<file path="src/card_pkg.sv">
// Constants, carrier structs and state types for the processor card glue
package card_pkg;
  localparam int unsigned CLK_PERIOD_NS = 5;
  localparam int unsigned TS_PERIOD_NS  = 320;
  localparam int unsigned TS_HALF_CYC   = TS_PERIOD_NS / (2 * CLK_PERIOD_NS);
  localparam int unsigned TS_CNT_W      = 5;
  localparam int unsigned RST_HOLD_MS   = 50;
  // Hold no longer than RST_HOLD_MS, since the division rounds down
  localparam int unsigned RST_HOLD_CYC  = RST_HOLD_MS * 1000000 / CLK_PERIOD_NS;
  localparam int unsigned RST_CNT_W     = 24;

  localparam logic [15:0] LOW_BASE      = 16'h0000;
  localparam logic [15:0] HIGH_BASE     = 16'hc000;
  localparam logic [15:0] EPROM_END     = 16'h2000;
  localparam logic [15:0] RAM_END       = 16'h3000;
  localparam int unsigned EPROM_N       = 4;
  localparam int unsigned RAM_N         = 8;
  localparam int unsigned EPROM_IDX_LSB = 11;
  localparam int unsigned EPROM_IDX_W   = 2;
  localparam int unsigned RAM_IDX_LSB   = 9;
  localparam int unsigned RAM_IDX_W     = 3;

  typedef enum logic [1:0] {
    RST_HOLD = 2'h0,
    RST_ARM  = 2'h1,
    RST_RUN  = 2'h3
  } rst_state_e;

  typedef struct packed {
    logic irq_high_n;
    logic irq_mid_n;
    logic irq_low_n;
    logic serial_in_line_n;
  } aux_in_s;

  typedef struct packed {
    logic             pb_n;
    logic             ext_clk;
    logic             ext_sel;
    logic             mem_off;
    logic             reloc;
    logic [1:0]       exp_cut;
    aux_in_s          aux;
  } pin_in_s;

  typedef struct packed {
    logic [EPROM_N-1:0] eprom;
    logic [RAM_N-1:0]   ram;
  } mem_sel_s;

  typedef struct packed {
    rst_state_e           rst_st;
    logic [RST_CNT_W-1:0] rst_cnt;
    logic                 sys_rst_n;
    logic                 ext_q;
    logic [TS_CNT_W-1:0]  ts_cnt;
    logic                 ts_clk;
    mem_sel_s             sel;
    logic                 bus_oe;
    logic                 data_oe;
    logic [1:0]           exp_oe;
    logic [1:0]           exp_out;
    aux_in_s              aux;
    logic                 sod_n;
  } card_state_s;

  localparam aux_in_s AUX_IDLE = 4'hf;
  localparam pin_in_s PIN_RST  = '{pb_n: 1'b1, aux: AUX_IDLE, default: '0};
  localparam card_state_s STATE_RST = '{rst_st: RST_HOLD, aux: AUX_IDLE,
                                        sod_n: 1'b1, default: '0};
endpackage

</file>
<file path="src/pin_sync.sv">
// Two-flop synchroniser for a group of asynchronous pins
`timescale 1ns/1ps
`default_nettype none
module pin_sync #(
  parameter int unsigned    W       = 1,
  parameter logic [W-1:0]   RST_VAL = '0
) (
  input  wire logic         clk_sys_i,
  input  wire logic         rst_i,
  input  wire logic [W-1:0] async_i,
  output logic      [W-1:0] sync_o
);
  logic [W-1:0] meta_q;

  // First stage feeds only the second stage
  always_ff @(posedge clk_sys_i) begin
    if (rst_i) begin
      meta_q <= RST_VAL;
      sync_o <= RST_VAL;
    end else begin
      meta_q <= async_i;
      sync_o <= meta_q;
    end
  end
endmodule
`default_nettype wire

</file>
<file path="src/cpu_card_ctrl.sv">
// Processor card glue: time states, reset one-shot, memory decode, bus release
`timescale 1ns/1ps
`default_nettype none
// Behaviour
// - Crystal mode gives a 320 ns time state from the system clock.
// - External clock of 1-6 MHz; card runs at half its frequency.
// - Power-on or pushbutton fires a one-shot holding system reset low.
// - Four EPROM selects decode 0000-1FFF, 2K each, by default.
// - Eight RAM selects decode 2000-2FFF, 512 bytes each, by default.
// - Disable strap turns off all on-card memory selects.
// - Relocate strap moves the 12K window to C000-EFFF, same layout.
// - Bus buffers are released so another master can take the bus.
// - Expansion lines are held low unless their straps are cut.
// - Aux interrupts and serial in/out lines pass via the aux socket.
module cpu_card_ctrl
  import card_pkg::*;
#(
  parameter int unsigned RST_HOLD_CYCLES = RST_HOLD_CYC
) (
  input  wire logic        clk_sys_i,
  input  wire logic        rst_i,
  input  wire logic        pb_reset_n_i,
  input  wire logic        ext_clk_i,
  input  wire logic        ext_clk_sel_i,
  input  wire logic        mem_off_i,
  input  wire logic        reloc_i,
  input  wire logic [1:0]  exp_cut_i,
  input  wire logic        aux_irq_high_n_i,
  input  wire logic        aux_irq_mid_n_i,
  input  wire logic        aux_irq_low_n_i,
  input  wire logic        serial_in_line_n_i,
  input  wire logic [15:0] addr_i,
  input  wire logic        mem_req_n_i,
  input  wire logic        wr_n_i,
  input  wire logic        bus_grant_i,
  input  wire logic        serial_out_i,
  output logic             time_state_clk_o,
  output logic             sys_reset_n_o,
  output mem_sel_s         mem_sel_o,
  output logic             bus_oe_o,
  output logic             bus_data_oe_o,
  output logic [1:0]       exp_out_o,
  output logic [1:0]       exp_oe_o,
  output aux_in_s          aux_o,
  output logic             serial_out_line_n_o
);
  card_state_s q, d;
  pin_in_s     pin_raw, pin_s;
  logic [15:0] base, off;
  logic        access;

  assign pin_raw = '{pb_n: pb_reset_n_i, ext_clk: ext_clk_i,
                     ext_sel: ext_clk_sel_i, mem_off: mem_off_i,
                     reloc: reloc_i, exp_cut: exp_cut_i,
                     aux: '{aux_irq_high_n_i, aux_irq_mid_n_i,
                            aux_irq_low_n_i, serial_in_line_n_i}};

  pin_sync #(
    .W       ($bits(pin_in_s)),
    .RST_VAL (PIN_RST)
  ) u_pin_sync (
    .clk_sys_i (clk_sys_i),
    .rst_i     (rst_i),
    .async_i   (pin_raw),
    .sync_o    (pin_s)
  );

  assign base   = pin_s.reloc ? HIGH_BASE : LOW_BASE;
  assign off    = addr_i - base;
  // Window wraps below the base, so addresses under C000 miss when moved
  assign access = !mem_req_n_i && !pin_s.mem_off && !bus_grant_i;

  always_comb begin
    d = q;
    // Reset one-shot; a held button does not retrigger until released
    unique case (q.rst_st)
      RST_HOLD: begin
        d.sys_rst_n = 1'b0;
        d.rst_cnt   = q.rst_cnt + 1'b1;
        if (q.rst_cnt == RST_CNT_W'(RST_HOLD_CYCLES - 1)) begin
          d.rst_st    = RST_ARM;
          d.rst_cnt   = '0;
          d.sys_rst_n = 1'b1;
        end
      end
      RST_ARM: begin
        if (pin_s.pb_n) begin
          d.rst_st = RST_RUN;
        end
      end
      RST_RUN: begin
        if (!pin_s.pb_n) begin
          d.rst_st    = RST_HOLD;
          d.sys_rst_n = 1'b0;
        end
      end
      default: begin
        d.rst_st    = RST_HOLD;
        d.rst_cnt   = '0;
        d.sys_rst_n = 1'b0;
      end
    endcase

    // Time states keep running through system reset
    d.ext_q = pin_s.ext_clk;
    if (pin_s.ext_sel) begin
      d.ts_cnt = '0;
      if (pin_s.ext_clk && !q.ext_q) begin
        d.ts_clk = ~q.ts_clk;
      end
    end else if (q.ts_cnt == TS_CNT_W'(TS_HALF_CYC - 1)) begin
      d.ts_cnt = '0;
      d.ts_clk = ~q.ts_clk;
    end else begin
      d.ts_cnt = q.ts_cnt + 1'b1;
    end

    d.sel = '0;
    if (access && off < EPROM_END) begin
      d.sel.eprom = EPROM_N'(1) << off[EPROM_IDX_LSB +: EPROM_IDX_W];
    end else if (access && off < RAM_END) begin
      d.sel.ram = RAM_N'(1) << off[RAM_IDX_LSB +: RAM_IDX_W];
    end

    d.bus_oe  = !bus_grant_i;
    d.data_oe = !bus_grant_i && !wr_n_i;
    d.exp_oe  = ~pin_s.exp_cut;
    d.aux     = pin_s.aux;
    d.sod_n   = serial_out_i;
  end

  always_ff @(posedge clk_sys_i) begin
    if (rst_i) begin
      q <= STATE_RST;
    end else begin
      q <= d;
    end
  end

  assign time_state_clk_o    = q.ts_clk;
  assign sys_reset_n_o       = q.sys_rst_n;
  assign mem_sel_o           = q.sel;
  assign bus_oe_o            = q.bus_oe;
  assign bus_data_oe_o       = q.data_oe;
  assign exp_out_o           = q.exp_out;
  assign exp_oe_o            = q.exp_oe;
  assign aux_o               = q.aux;
  assign serial_out_line_n_o = q.sod_n;

  localparam int HALF_M1 = TS_HALF_CYC - 1;
endmodule
`default_nettype wire

</file>
<file path="config.mk">
export PLATFORM = sky130hd
export DESIGN_NAME = cpu_card_ctrl
export DESIGN_NICKNAME = d
export VERILOG_FILES = /design/src/card_pkg.sv /design/src/pin_sync.sv /design/src/cpu_card_ctrl.sv
export SDC_FILE = /design/constraint.sdc
export NUM_CORES = 1
export LEC_CHECK = 0
export BUFFER_PORTS_ARGS = -buffer_cell sky130_fd_sc_hd__buf_4
export CAP_MARGIN = 20
export CORE_ASPECT_RATIO = 0.6
export CORE_UTILIZATION = 30
export CTS_CLUSTER_DIAMETER = 60
export DETAILED_ROUTE_END_ITERATION = 8
export GPL_ROUTABILITY_DRIVEN = 1
export PLACE_DENSITY = 0.59
export SYNTH_ARGS = -nofsm -noshare
export SYNTH_HDL_FRONTEND = slang
export SYNTH_SLANG_ARGS = --single-unit
</file>
<file path="constraint.sdc">
create_clock -name clk_sys_i -period 5.5 [get_ports clk_sys_i]
set_input_delay 0.275 -clock clk_sys_i [delete_from_list [all_inputs] [get_ports clk_sys_i]]
set_output_delay 0.275 -clock clk_sys_i [all_outputs]
set_load 0.01 [all_outputs]
</file>
==> implementation parameters <==
Parameter                              Value

Status
  Status    finished, final reports clean

Final layout
  Final instance count without filler cells    483
  Fill cell count    981
  Number of antenna diodes    0
  Final cell utilization of the core    36.9%
  Final Net Count    380
  Area growth from synthesis to final layout    19.2%
  Fraction of layout instances using a drive strength above 1    24.4%
  Cell area after layout    0.00363 mm2

Synthesis
  Most instantiated cells after synthesis    dfxtp_1 (77), nor2_1 (27), buf_4 (20), nand2_1 (20), nand3_1 (17)
  Dominant cell type by area after synthesis    dfxtp_1
  Mapped cell area    0.00304 mm2
  Warnings, synthesis    0
  Most common cell in the synthesized netlist    dfxtp_1
  Fraction of synthesized cell area in xor and xnor cells    2.75%
  Simple-gate portion of the synthesized area    26.0%
  Sequential cell area fraction in the yosys report    50.6%
  Number of flip-flops and latches in the synthesized netlist    77
  Area fraction in compound gates after synthesis    10.2%
  Portion of netlist area occupied by mux cells    0.329%
  Async set-or-reset flop fraction in the synthesized netlist    0%
  Avg Cell Area, Syn    9.57 um2
  Post-Syn Instances    318
  Largest family of logic cells by synthesized area    simple AND/OR/NAND/NOR gates
  Cell types occupying the most area after synthesis    dfxtp_1 (51%), buf_4 (4.9%), nor2_1 (3.3%)
  Ys flop type    dfxtp_1
  Number of enable-type register cells in the synthesized netlist    0
  Number of library cell types mapped by synthesis    48
  Yosys top cell area share    50.6%
  Post-synthesis adder-cell area fraction    1.64%

Global route
  Maximum number of pins on one net before global-route repair    44
  Vias in the first global route    1,985
  Number of antenna violations at the first check in global routing    0
  Overall global routing resource usage    11.9%
  Leftover overflow at the end of global routing    0
  Wire length of the first global-routing pass    9650 um

Die
  Initial core utilization    30.9%
  Die Span X    132 um
  Count of standard-cell rows    28
  DIE HEIGHT    80.0 um
  Area of the core    0.00984 mm2
  IO Pins    58
  Die area    0.0106 mm2

Critical path
  Worst-path maximum fanout    38
  Delay of the slowest cell on the worst path    0.44 ns
  Standard cell with the maximum stage delay on the critical path    dfxtp_1
  Worst EP required    5.72 ns
  Cells along the critical path    ha_1 > nand3_1 > nor4_4 > a21oi_2 > buf_4 > and3_1 > a221o_1
  Kind of end point of the critical path    flop
  Arrival @ worst endpoint    2.45 ns
  Critical path launch point type    flop
  Critical path start-end classification    reg -> reg

Timing
  Final number of max-transition violations    0
  Final critical path time including I/O delays and setup    2.23 ns
  Final Cycle Share    40.5%
  Slew at the pin with the worst max-slew slack    0.998 ns
  Clock skew after layout    0.00474 ns
  Fmax    449 MHz
  Post-Route Setup TNS    0 ns
  Slew margin rel.    33.2%
  Unrepaired setup endpoints after global routing    no
  Fin Hold WS    0.0977 ns
  Number of hold-slack violations in the final timing report    0
  Number of setup violations in the final report    0

Clocking
  Clock input transition at the sequential cells of the worst setup and hold paths    0.06 ns
  CTS Buf Count    9
  TritonCTS clock tree    built
  Post-cts sizing count    0
  Cell at the root of the clock tree    clkbuf_16
  Clock latency on the worst-skew pair    0.33 ns
  Clock tree sinks    77
  Setup Fix Bufs, Post-CTS    0
  Maximum buffer depth of the clock tree    2
  H-tree depth    3
  Number of hold buffers added after CTS    0

Route
  Count of routing violations after the opening detailed-route iteration    153
  Detailed-route wire length per cell    11.8 um
  Detail Route met3 WL    340 um
  Number of DRC violations after detailed routing    0
  Routed wire length    5700 um
  Total routed wire length on the met1 layer    2960 um
  Vias per Instance    4.49
  Number of nets with antenna violations after detailed routing    0
  Routed vias    2,170
  Detailed-router iteration count before antenna repair    4
  Detailed-routed wire length on met2    2330 um
  Highest routed layer    met4

Run
  Max-cap violations    0

Placement
  IO Port Bufs    46
  Post-detailed-placement cell area    0.00334 mm2
  Instance count after placement with tap cells included    467
  Post-detailed-placement half-perimeter wirelength    3970 um
  Final weighted congestion of routability-driven global placement    0.751

Hold path
  Min-delay worst type    in -> reg

Power
  Power per unit of standard cell area    329 mW/mm2
  Max rail drop VDD    0.144 mV
  Standby leakage power    0.00147 uW
## flip-flops by register name, indices dropped and copies added (netlist names)
| signal | cells |
|---|---|
| bus_data_oe_o | 1 |
| exp_oe_o | 2 |
| bus_oe_o | 1 |
| u_pin_sync.meta_q | 11 |
| aux_o | 4 |
| time_state_clk_o | 1 |
| q | 32 |
| sys_reset_n_o | 1 |
| u_pin_sync.sync_o | 11 |
| mem_sel_o | 12 |
| serial_out_line_n_o | 1 |
## metal layers
metal,up-vias,track usage [%]
li1,1133,-
met1,978,15.9
met2,51,16.1
met3,8,4.89
met4,0,5.93
met5,-,0
## metrics by stage
step | worst slack [ns] | power, uW
floorplan | 3.62 | 632
global placement | 3.30 | 652
detailed placement | 3.29 | 655
CTS | 3.27 | 1210
global route | 3.04 | 1250
finish | 3.27 | 1200
## cells by family (layout without fill, tap and decap cells)
| logic type | count (synthesis) | after routing |
|---|---|---|
| fa+ha+maj | 4 | 4 |
| other cells | 1 | 2 |
| mux | 1 | 1 |
| simple gates | 140 | 140 |
| xor+xnor | 8 | 8 |
| compound gates | 47 | 47 |
| buf+inv | 40 | 69 |
| flops | 77 | 77 |
## report_power, final
part | internal, uW | leakage (uW) | switching, uW
registers | 575 | 0.000629 | 11.2
logic | 30.2 | 0.000702 | 25.5
clock network | 330 | 0.000141 | 223
## cells in the final DEF, fill, tap and decap left out, types with 4 or more instances in the layout
cell       count
a31oi_1       11
a21oi_1       15
nand2_1       20
clkbuf_16      9
a22o_1         5
nor4_1         5
xnor2_1        6
nor3_1         5
buf_4         47
nor2_1        27
nor2b_1       13
ha_1           4
and3_1         8
dfxtp_1       77
nand2b_1       8
or2_2         15
o21ai_0        4
nand3_1       17
inv_1          6
nand4_1        6
## path summary, 6_finish.rpt
kind / start / to / slack [ns] / cells after the start
setup / recovery: q[31] / q[54] / 3.27 / 7
hold / removal: wr_n_i / bus_data_oe_o / 0.1 / 2
setup reg to reg: q[31] / q[54] / 3.27 / 7
hold reg to reg: u_pin_sync.sync_o[4] / exp_oe_o[0] / 0.39 / 1
## critical path, delay by kind of cell, from the launching register on
| family | cells | cell delay (ns) |
|---|---|---|
| buffers and inverters | 1 | 0.25 |
| adder cells (fa/ha/maj) | 1 | 0.25 |
| flip-flops | 1 | 0.44 |
| AND/OR/NAND/NOR | 3 | 0.83 |
| AO/OA/AOI/OAI | 2 | 0.34 |
## cell type report
type	count	area, um2	share of cell area, %
clock inverters	5	35.0	0.966
clock buffers	11	253	6.97
repair buffers	47	353	9.72
flip-flops and latches	77	1540	42.5
well taps	135	169	4.66
multi-input cells	202	1250	34.6
inverters	6	22.5	0.621
Note: power is estimated with default switching activity, not from simulation.
